## src/rtl/plsb_pkg.sv

```systemverilog
// plsb_pkg: constants and types for the port indicator select and boot strap block.
// assumes a 125 MHz system clock and an APB slave with 32-bit data.
package plsb_pkg;

	// ----------------------------------------
	// clock and reset timing
	// ----------------------------------------
	localparam int unsigned CLK_PERIOD_NS = 8;
	localparam int unsigned RESET_MIN_CYCLES = 256;
	localparam logic [1:0] STRAP_SETTLE_CYCLES = 2'h2;

	// ----------------------------------------
	// register byte offsets
	// ----------------------------------------
	localparam logic [11:0] WAN_MISC_CTRL_OFS = 12'h000;
	localparam logic [11:0] SWITCH_CTRL0_OFS = 12'h004;
	localparam logic [11:0] STRAP_STATUS_OFS = 12'h008;
	localparam logic [11:0] INDICATOR_STATE_OFS = 12'h00C;

	// ----------------------------------------
	// field positions
	// ----------------------------------------
	localparam int unsigned WAN_SEL0_LSB = 0;
	localparam int unsigned WAN_SEL1_LSB = 4;
	localparam int unsigned LAN_SEL0_LSB = 25;
	localparam int unsigned LAN_SEL1_LSB = 22;
	localparam int unsigned SEL_WIDTH = 3;
	localparam int unsigned STS_WIDTH_LSB = 0;
	localparam int unsigned STS_CPUCLK_BIT = 2;
	localparam int unsigned STS_RSVD_BIT = 3;
	localparam int unsigned STS_LATCHED_BIT = 4;
	localparam int unsigned LAN_PORTS = 4;

	// ----------------------------------------
	// reset values of the selector fields
	// ----------------------------------------
	localparam logic [2:0] WAN_SEL0_RESET = 3'h1;
	localparam logic [2:0] WAN_SEL1_RESET = 3'h4;
	localparam logic [2:0] LAN_SEL0_RESET = 3'h1;
	localparam logic [2:0] LAN_SEL1_RESET = 3'h4;

	// ----------------------------------------
	// indicator selector codes
	// ----------------------------------------
	localparam logic [2:0] SEL_SPEED = 3'h0;
	localparam logic [2:0] SEL_LINK = 3'h1;
	localparam logic [2:0] SEL_DUPLEX = 3'h2;
	localparam logic [2:0] SEL_COLLISION = 3'h3;
	localparam logic [2:0] SEL_ACTIVITY = 3'h4;
	localparam logic [2:0] SEL_FD_COLLISION = 3'h5;
	localparam logic [2:0] SEL_LINK_ACT = 3'h6;

	// ----------------------------------------
	// boot bank width strap codes
	// ----------------------------------------
	localparam logic [1:0] WIDTH_RESERVED = 2'h0;
	localparam logic [1:0] WIDTH_8BIT = 2'h1;
	localparam logic [1:0] WIDTH_16BIT = 2'h2;
	localparam logic [1:0] WIDTH_32BIT = 2'h3;

	// strap handling sequence, gray coded
	typedef enum logic [1:0] {
		ST_SAMPLE = 2'h0,
		ST_SETTLE = 2'h1,
		ST_RUN = 2'h3
	} plsb_state_e;

	// per port status from the phy and mac
	typedef struct packed {
		logic speed100;
		logic linkUp;
		logic fullDuplex;
		logic collision;
		logic activity;
	} plsb_port_stat_s;

	// decoded strap results
	typedef struct packed {
		logic [1:0] bootBankWidthStrap;
		logic width8;
		logic width16;
		logic width32;
		logic widthReserved;
		logic cpuClockSourceStrap;
	} plsb_strap_s;

endpackage

```

## src/rtl/plsb_led_strap.sv

```systemverilog
// plsb_led_strap: port indicator selection and reset-time strap capture.
// assumes port status from phy/mac logic on clk, apb master on clk,
// and board pull resistors that hold the strap pins during reset.
// one clock domain, no interrupt and no buffering of its own.
//
// What this block does
// - wan indicator 0 shows the event chosen by wan misc control bits [2:0].
// - wan indicator 1 shows the event chosen by wan misc control bits [6:4].
// - lan indicator 0 of all four ports follows switch control 0 bits [27:25].
// - lan indicator 1 of all four ports follows switch control 0 bits [24:22].
// - codes 000 to 011 show speed, link, duplex and collision.
// - codes 100 to 110 show activity, full-duplex collision and link without activity.
// - during reset the wan indicator pins are inputs forming the width strap.
// - strap 01 means 8 bits, 10 means 16 bits, 11 means 32 bits, 00 is reserved.
// - boot fetch from bank 0 uses the strapped width, which the board must hold valid.
// - during reset the request-to-send pin gives the cpu clock source strap.
// - once the straps are latched the request-to-send pin is an active low transmit request.
`timescale 1ns/1ps

module plsb_led_strap
	import plsb_pkg::*;
(
	// clock and reset
	input wire logic clk,
	input wire logic rst_n,
	// apb slave
	input wire logic psel,
	input wire logic penable,
	input wire logic pwrite,
	input wire logic [11:0] paddr,
	input wire logic [31:0] pwdata,
	input wire logic [3:0] pstrb,
	output logic [31:0] prdata,
	output logic pready,
	output logic pslverr,
	// port status from phy and mac logic
	input wire plsb_port_stat_s wanStat,
	input wire plsb_port_stat_s [LAN_PORTS-1:0] lanStat,
	// uart transmit request, active high
	input wire logic serialTxRequest,
	// wan indicator 0 pin, shared with strap bit 0
	input wire logic wanIndicator0In,
	output logic wanIndicator0Out,
	output logic wanIndicator0Oe,
	// wan indicator 1 pin, shared with strap bit 1
	input wire logic wanIndicator1In,
	output logic wanIndicator1Out,
	output logic wanIndicator1Oe,
	// request-to-send pin, shared with cpu clock strap
	input wire logic serialRequestToSendIn,
	output logic serialRequestToSendOut_n,
	output logic serialRequestToSendOe,
	// lan indicator pins, index 0 is port 1
	output logic [LAN_PORTS-1:0] lanIndicator0,
	output logic [LAN_PORTS-1:0] lanIndicator1,
	// latched strap results
	output plsb_strap_s strap,
	output logic strapLatched
);

	// ----------------------------------------
	// state
	// ----------------------------------------

	// all registered state of the block
	typedef struct packed {
		plsb_state_e st;
		logic [1:0] settle;
		logic [1:0] widthSync1;
		logic [1:0] widthSync2;
		logic rtsSync1;
		logic rtsSync2;
		logic [1:0] bankWidth;
		logic cpuClkStrap;
		plsb_strap_s strapDec;
		logic [2:0] wanSel0;
		logic [2:0] wanSel1;
		logic [2:0] lanSel0;
		logic [2:0] lanSel1;
		logic wanLed0;
		logic wanLed1;
		logic [LAN_PORTS-1:0] lanLed0;
		logic [LAN_PORTS-1:0] lanLed1;
		logic rtsOut_n;
		logic [31:0] rdata;
		logic slvErr;
	} plsb_regs_s;

	plsb_regs_s state_reg;
	plsb_regs_s state_next;

	// ----------------------------------------
	// helpers
	// ----------------------------------------

	// map a selector code onto one port's status
	// code 111 has no event and keeps the indicator dark
	// one decoder for all ports so wan and lan agree
	function automatic logic showEvent(input logic [2:0] sel, input plsb_port_stat_s s);
		case (sel)
			SEL_SPEED: showEvent = s.speed100;
			SEL_LINK: showEvent = s.linkUp;
			SEL_DUPLEX: showEvent = s.fullDuplex;
			SEL_COLLISION: showEvent = s.collision;
			SEL_ACTIVITY: showEvent = s.activity;
			SEL_FD_COLLISION: showEvent = s.collision & s.fullDuplex;
			SEL_LINK_ACT: showEvent = s.linkUp & ~s.activity;
			default: showEvent = 1'b0;
		endcase
	endfunction

	// expand byte strobes into a bit mask
	// byte lane i covers bits 8i to 8i+7
	function automatic logic [31:0] strobeMask(input logic [3:0] strb);
		logic [31:0] m;
		m = 32'h0000_0000;
		for (int i = 0; i < 4; i++) begin
			m[i*8 +: 8] = {8{strb[i]}};
		end
		strobeMask = m;
	endfunction

	// merge written bits of a field under the byte mask
	// bits whose lane is off keep their old value
	function automatic logic [2:0] mergeField(input logic [2:0] old, input logic [2:0] wr,
		input logic [2:0] msk);
		mergeField = (old & ~msk) | (wr & msk);
	endfunction

	// ----------------------------------------
	// access decode
	// ----------------------------------------

	logic setupPhase;
	logic writeAccess;
	logic [31:0] wrMask;
	logic addrHit;
	logic hitWan;
	logic hitSw;
	logic hitStrap;
	logic hitInd;
	logic [31:0] wanCtrlView;
	logic [31:0] swCtrlView;
	logic [31:0] strapView;
	logic [31:0] indView;

	// setup cycle and write access flags and the byte mask
	assign setupPhase = psel & ~penable;
	assign writeAccess = psel & penable & pwrite;
	assign wrMask = strobeMask(pstrb);

	// one hit per mapped word, any other address earns an error
	assign hitWan = (paddr == WAN_MISC_CTRL_OFS);
	assign hitSw = (paddr == SWITCH_CTRL0_OFS);
	assign hitStrap = (paddr == STRAP_STATUS_OFS);
	assign hitInd = (paddr == INDICATOR_STATE_OFS);
	assign addrHit = hitWan | hitSw | hitStrap | hitInd;

	// read views of each register
	// unused bits read as zero
	always_comb begin
		wanCtrlView = 32'h0000_0000;
		wanCtrlView[WAN_SEL0_LSB +: SEL_WIDTH] = state_reg.wanSel0;
		wanCtrlView[WAN_SEL1_LSB +: SEL_WIDTH] = state_reg.wanSel1;
		swCtrlView = 32'h0000_0000;
		swCtrlView[LAN_SEL0_LSB +: SEL_WIDTH] = state_reg.lanSel0;
		swCtrlView[LAN_SEL1_LSB +: SEL_WIDTH] = state_reg.lanSel1;
		strapView = 32'h0000_0000;
		strapView[STS_WIDTH_LSB +: 2] = state_reg.bankWidth;
		strapView[STS_CPUCLK_BIT] = state_reg.cpuClkStrap;
		strapView[STS_RSVD_BIT] = (state_reg.bankWidth == WIDTH_RESERVED);
		strapView[STS_LATCHED_BIT] = (state_reg.st == ST_RUN);
		indView = {22'h00_0000, state_reg.lanLed1, state_reg.lanLed0,
			state_reg.wanLed1, state_reg.wanLed0};
	end

	// ----------------------------------------
	// next state
	// ----------------------------------------

	// one combinational pass over all state
	always_comb begin
		state_next = state_reg;

		// pin synchronisers, first stage read only by second
		// straps and the rts pin are sampled only through these
		state_next.widthSync1 = {wanIndicator1In, wanIndicator0In};
		state_next.widthSync2 = state_reg.widthSync1;
		state_next.rtsSync1 = serialRequestToSendIn;
		state_next.rtsSync2 = state_reg.rtsSync1;

		// strap sequence after reset release:
		// edge 1 loads the first sync stage, edge 2 the second,
		// edge 3 takes the synchronised pins and hands the pins to the outputs.
		// the board must keep the straps steady over these edges,
		// as the pins stay released until the sequence reaches run.
		case (state_reg.st)
			ST_SAMPLE: begin
				state_next.settle = 2'h0;
				state_next.st = ST_SETTLE;
			end
			ST_SETTLE: begin
				state_next.settle = state_reg.settle + 2'h1;
				if (state_reg.settle == STRAP_SETTLE_CYCLES - 2'h1) begin
					state_next.bankWidth = state_reg.widthSync2;
					state_next.cpuClkStrap = state_reg.rtsSync2;
					// decoded once here so the strap outputs come from flops
					state_next.strapDec.bootBankWidthStrap = state_reg.widthSync2;
					state_next.strapDec.width8 = (state_reg.widthSync2 == WIDTH_8BIT);
					state_next.strapDec.width16 = (state_reg.widthSync2 == WIDTH_16BIT);
					state_next.strapDec.width32 = (state_reg.widthSync2 == WIDTH_32BIT);
					state_next.strapDec.widthReserved = (state_reg.widthSync2 == WIDTH_RESERVED);
					state_next.strapDec.cpuClockSourceStrap = state_reg.rtsSync2;
					state_next.st = ST_RUN;
				end
			end
			ST_RUN: begin
				state_next.settle = state_reg.settle;
			end
			default: begin
				state_next.st = ST_SAMPLE;
			end
		endcase

		// indicator selection for wan port
		// output follows status one edge later
		state_next.wanLed0 = showEvent(state_reg.wanSel0, wanStat);
		state_next.wanLed1 = showEvent(state_reg.wanSel1, wanStat);

		// indicator selection for lan ports, shared selectors
		// one selector pair drives all four ports alike
		for (int p = 0; p < LAN_PORTS; p++) begin
			state_next.lanLed0[p] = showEvent(state_reg.lanSel0, lanStat[p]);
			state_next.lanLed1[p] = showEvent(state_reg.lanSel1, lanStat[p]);
		end

		// transmit request, active low on the pin
		// one flop of delay keeps the pin free of glitches
		state_next.rtsOut_n = ~serialTxRequest;

		// read data and error captured in the setup cycle;
		// the access cycle then answers at once with pready tied high,
		// and prdata stands until the next setup cycle
		if (setupPhase) begin
			state_next.slvErr = ~addrHit;
			case (paddr)
				WAN_MISC_CTRL_OFS: state_next.rdata = wanCtrlView;
				SWITCH_CTRL0_OFS: state_next.rdata = swCtrlView;
				STRAP_STATUS_OFS: state_next.rdata = strapView;
				INDICATOR_STATE_OFS: state_next.rdata = indView;
				default: state_next.rdata = 32'h0000_0000;
			endcase
		end

		// selector writes in the access cycle, merged per byte lane;
		// bit 24 sits in byte 3 and bits 23:22 in byte 2, so a field
		// may be written in part; strap and indicator words are read only
		if (writeAccess) begin
			if (hitWan) begin
				state_next.wanSel0 = mergeField(state_reg.wanSel0,
					pwdata[WAN_SEL0_LSB +: SEL_WIDTH],
					wrMask[WAN_SEL0_LSB +: SEL_WIDTH]);
				state_next.wanSel1 = mergeField(state_reg.wanSel1,
					pwdata[WAN_SEL1_LSB +: SEL_WIDTH],
					wrMask[WAN_SEL1_LSB +: SEL_WIDTH]);
			end
			if (hitSw) begin
				state_next.lanSel0 = mergeField(state_reg.lanSel0,
					pwdata[LAN_SEL0_LSB +: SEL_WIDTH],
					wrMask[LAN_SEL0_LSB +: SEL_WIDTH]);
				state_next.lanSel1 = mergeField(state_reg.lanSel1,
					pwdata[LAN_SEL1_LSB +: SEL_WIDTH],
					wrMask[LAN_SEL1_LSB +: SEL_WIDTH]);
			end
		end
	end

	// ----------------------------------------
	// state registers
	// ----------------------------------------

	// single register bank with asynchronous reset
	// reset releases every shared pin at once, so the board straps win
	always_ff @(posedge clk or negedge rst_n) begin
		if (!rst_n) begin
			state_reg.st <= ST_SAMPLE;
			state_reg.settle <= 2'h0;
			state_reg.widthSync1 <= 2'h0;
			state_reg.widthSync2 <= 2'h0;
			state_reg.rtsSync1 <= 1'b0;
			state_reg.rtsSync2 <= 1'b0;
			state_reg.bankWidth <= WIDTH_RESERVED;
			state_reg.cpuClkStrap <= 1'b0;
			state_reg.strapDec.bootBankWidthStrap <= WIDTH_RESERVED;
			state_reg.strapDec.width8 <= 1'b0;
			state_reg.strapDec.width16 <= 1'b0;
			state_reg.strapDec.width32 <= 1'b0;
			state_reg.strapDec.widthReserved <= 1'b1;
			state_reg.strapDec.cpuClockSourceStrap <= 1'b0;
			state_reg.wanSel0 <= WAN_SEL0_RESET;
			state_reg.wanSel1 <= WAN_SEL1_RESET;
			state_reg.lanSel0 <= LAN_SEL0_RESET;
			state_reg.lanSel1 <= LAN_SEL1_RESET;
			state_reg.wanLed0 <= 1'b0;
			state_reg.wanLed1 <= 1'b0;
			state_reg.lanLed0 <= 4'h0;
			state_reg.lanLed1 <= 4'h0;
			state_reg.rtsOut_n <= 1'b1;
			state_reg.rdata <= 32'h0000_0000;
			state_reg.slvErr <= 1'b0;
		end else begin
			state_reg <= state_next;
		end
	end

	// ----------------------------------------
	// outputs
	// ----------------------------------------

	// apb answer, zero wait states
	// pslverr only in the access cycle of an unmapped word
	assign pready = 1'b1;
	assign prdata = state_reg.rdata;
	assign pslverr = psel & penable & state_reg.slvErr;

	// shared pins stay released until straps are held
	// enables come from the state register, never from the raw reset
	assign wanIndicator0Out = state_reg.wanLed0;
	assign wanIndicator1Out = state_reg.wanLed1;
	assign wanIndicator0Oe = (state_reg.st == ST_RUN);
	assign wanIndicator1Oe = (state_reg.st == ST_RUN);
	assign serialRequestToSendOut_n = state_reg.rtsOut_n;
	assign serialRequestToSendOe = (state_reg.st == ST_RUN);

	// lan indicators are dedicated outputs
	assign lanIndicator0 = state_reg.lanLed0;
	assign lanIndicator1 = state_reg.lanLed1;

	// strap results for the boot fetch logic, registered at latch
	assign strap = state_reg.strapDec;
	assign strapLatched = (state_reg.st == ST_RUN);

endmodule

```

## config.mk

```make
export PLATFORM = sky130hd
export DESIGN_NAME = plsb_led_strap
export DESIGN_NICKNAME = d
export VERILOG_FILES = /design/src/rtl/plsb_pkg.sv /design/src/rtl/plsb_led_strap.sv
export SDC_FILE = /design/constraint.sdc
export NUM_CORES = 1
export LEC_CHECK = 0
export BUFFER_PORTS_ARGS = -buffer_cell sky130_fd_sc_hd__buf_2
export CORE_UTILIZATION = 40
export DETAILED_ROUTE_END_ITERATION = 10
export PLACE_DENSITY = 0.69
export SLEW_MARGIN = 20
export SYNTH_ARGS = -nofsm -noshare
export SYNTH_HDL_FRONTEND = slang
export SYNTH_SLANG_ARGS = --single-unit
```

## constraint.sdc

```tcl
create_clock -name clk -period 4.6 [get_ports clk]
set_input_delay 0.69 -clock clk [delete_from_list [all_inputs] [get_ports clk]]
set_output_delay 0.69 -clock clk [all_outputs]
set_load 0.1 [all_outputs]
```

==> key figures <==
Outcome
  – Outcome: completed

Routing
  – DR WL met2: about 3.3 mm
  – First-pass DRT Iterations: 4
  – Drt wl/cell: 14.8 µm
  – Final ANT Viol Nets: 0
  – Number of DRC markers in iteration 0: approximately 90
  – Via/cell ratio: 4.97
  – DRT met1 WL: between 3 and 4 mm
  – Drt total wl: ~7.0 mm
  – Max layer used: met4
  – DR WL met3: between 400 and 500 µm
  – Drt drc: 0
  – Vias: between 2000 and 2500

Critical path
  – CP delay by family, top: buffers and inverters
  – Crit-path cells: and2_1 > buf_2
  – CP Capture Type: output port
  – Buffers plus inverters on the worst setup path: 1
  – Kind of critical path: flop to output port
  – Required @ worst endpoint: between 3000 and 4000 ps
  – Reg2reg path depth: 2
  – Worst path max stage delay: ~460 ps
  – Slowest stage cell, crit path: buf_2
  – Worst Path Arrival: roughly 1500 ps
  – CP Launch Type: flop
  – Stages on worst setup path: 2
  – Crit path max fanout: 6

Pwr
  – Comb power frac: a little under a fifth
  – Pint: 763 µW
  – Leakage Power: ~0.0017 µW
  – Sw frac: between 30% and 40%
  – Reg power frac: 45.6%
  – Sw Pwr: 378 µW
  – Peak VDD IR: ~0.13 mV
  – PwrDens: approximately 320 nW/µm²
  – Overall Power: ~1100 µW
  – Clock share of power: a little over a third

Final layout
  – # diodes: 0
  – Layout cells sized above 1: approximately two fifths
  – Nets: around 450
  – Area grow syn2layout: 13.1%

Logic synthesis
  – Ys Warns: 0
  – Synth Flop Type: dfrtp_1
  – Fraction of registers with async set/reset: between 90% and 100%
  – Post-Syn Instances: between 300 and 400
  – Leading post-synthesis cells by cell area: dfrtp_1 40%, buf_4 12%, mux2_2 6.4%
  – Post-synth top area share: roughly two fifths
  – Synth Cell Area: approximately 3200 µm²
  – Number of enable flip-flop cells after synthesis: 0
  – Register bit total from synthesis: 57
  – Unique cell type count in the Yosys netlist: between 40 and 50
  – Leading area contributor after synthesis: dfrtp_1
  – Mean Syn Cell Area: around 10 µm²
  – Register area share after synthesis: 45.0%

Clock tree
  – Max H-tree Level: 3
  – Clock Tree Buf Depth: 2
  – Hold Buf Count CTS: 0
  – Worst-Skew Late Latency: between 300 and 400 ps
  – Postcts setup bufs: 0
  – CTS tree: yes
  – Clk slew on worst S/H paths: ~70 ps
  – Clock Root Buffer: clkbuf_8
  – # clock sinks: between 50 and 60
  – Clock buffer count from CTS: 9
  – Resize count post-CTS: 0

Floorplanning
  – Initial Utilization: about two fifths
  – Row count: 32
  – Boundary Pins: about 140
  – Vert. Die Dim: around 91 µm
  – Core ar.: 7730 µm²
  – Chip Width: ~91 µm
  – Die area: 8330 µm²

Run
  – Total of max-cap violations: 0

Placed design
  – Port Buf Inserts: between 90 and 100
  – Placer Congestion: 0.873
  – Hpwl dp: 5.39 mm

Timing
  – Final setup fails: 0
  – Period utilization: around 47%
  – Final hold vios: 0
  – Max Slew Vio Count: 0
  – Post-layout min period: 2150 ps
  – RSZ-0062 raised after global routing: no
  – Slew margin rel.: about half
  – Fmax: approximately 470 MHz
  – Setup TNS Final: 0 ps
  – Actual slew at the worst max-slew pin: between 700 and 800 ps
  – Clk_skew: between 5 and 6 ps

GRT
  – Global-route wire length before repair: around 11 mm
  – Tot GR Track Use: 17.9%
  – Largest net degree at the start of global routing: just under 60
  – Vias in the first global route: 2254
  – Global route overflow: 0
  – Initial antenna violation count: 0

Hold path
  – Worst Hold Class: flop to flop
  – Hold-critical path depth: 0
-- metal layers --
layer  track usage [%]  vias to the layer above
met5                 0                        -
met4              5.29                        0
met3              5.53                        7
met2              27.5                       97
met1              24.2                     1114
li1                  -                     1144
-- power by group through the flow --
stage          logic, µW  registers, µW  clock network [µW]
4_1_cts              213            521                 416
6_report             212            521                 408
3_5_place_dp         213            530                   0
3_3_place_gp         211            529                   0
5_1_grt              223            522                 446
2_1_floorplan        166            537                   0
-- cells by family (layout without fill, tap and decap cells) --
logic type | Yosys count | count (layout) | share of synthesized area [%]
compound gates | 60 | 60 | 13.2
simple gates | 85 | 85 | 14.6
buf+inv | 71 | 122 | 14.6
other cells | 2 | 17 | 0.235
fa+ha+maj | 1 | 1 | 0.392
mux | 31 | 31 | 12.0
flops | 57 | 57 | 45.0
-- cells in the final DEF (no fill, tap or decap), types with 3 or more instances in the layout --
cell / count
a221oi_1: 4
mux2_2: 18
mux4_2: 4
conb_1: 17
inv_1: 6
nor2_1: 11
and3_1: 6
a21oi_1: 3
o221ai_1: 5
clkinv_2: 3
dfrtp_1: 51
a31oi_1: 6
clkbuf_8: 10
nor2b_1: 11
buf_2: 99
a22oi_1: 5
o21ai_0: 17
nand2_1: 24
nand2b_1: 9
and2_1: 3
nand3_1: 9
mux2i_1: 9
a22o_1: 9
dfstp_2: 6
-- final cells by class --
| cell class | count | area, µm² |
|---|---|---|
| Clock buffer | 11 | 141 |
| Clock inverter | 5 | 31.3 |
| Fill cell | 764 | 4120 |
| Inverter | 6 | 22.5 |
| Multi-Input combinational cell | 194 | 1350 |
| Sequential cell | 57 | 1430 |
| Tap cell | 102 | 128 |
| Timing Repair Buffer | 100 | 503 |
-- worst register-to-register path: cells and delay by family (launching register included) --
kind   cells  cell delay (ps)
muxes      2              850
DFF        1              730
-- cell usage after synthesis (all sizes together), types with 2 or more instances --
| cell | count |
|---|---|
| nand2b | 9 |
| buf | 52 |
| a22o | 9 |
| inv | 6 |
| dfstp | 6 |
| o221ai | 5 |
| a31oi | 6 |
| and3 | 6 |
| nor2b | 12 |
| or4 | 3 |
| a22oi | 5 |
| conb | 2 |
| dfrtp | 51 |
| nor2 | 11 |
| nand3 | 9 |
| clkbuf | 13 |
| o21ai | 17 |
| mux2 | 18 |
| and2 | 3 |
| mux4 | 4 |
| o22ai | 2 |
| a221oi | 4 |
| a221o | 2 |
| o21a | 2 |
| mux2i | 9 |
| nand2 | 24 |
| o31ai | 2 |
| a21oi | 3 |
-- path summary, 6_finish.rpt --
| kind | start | to | slack (ps) |
|---|---|---|---|
| worst max-delay path | state_reg[75]$_DFFE_PN0P_ | wanIndicator0Oe | 2450 |
| worst min-delay path | state_next[69]$_DFF_PN0_ | state_reg[69]$_DFF_PN0_ | 350 |
| worst max register to register | flop | lanIndicator0[3]$_DFF_PN0_ | 2900 |
| worst min register to register | state_next[69]$_DFF_PN0_ | state_reg[69]$_DFF_PN0_ | 350 |
| max in group asynchronous | rst_n | prdata[22]$_DFFE_PN0P_ | 3630 |
| min in group asynchronous | rst_n | state_reg[73]$_DFFE_PN0P_ | 500 |
-- through the flow --
step / std cells / worst slack [ps] / utilization (%) / instance area [µm²] / hold WS, ps
after global placement: 459 / 2120 / 44.4 / 3430 / 334
after detailed placement: 459 / 2110 / 44.4 / 3430 / 347
after floorplan: 322 / 2260 / - / 3250 / 331
final: 475 / 2450 / 46.7 / 3610 / 350
after global routing: 475 / 2350 / 46.7 / 3610 / 368
after CTS: 475 / 2410 / 46.7 / 3610 / 360
Power figures use the tool's default switching activity.
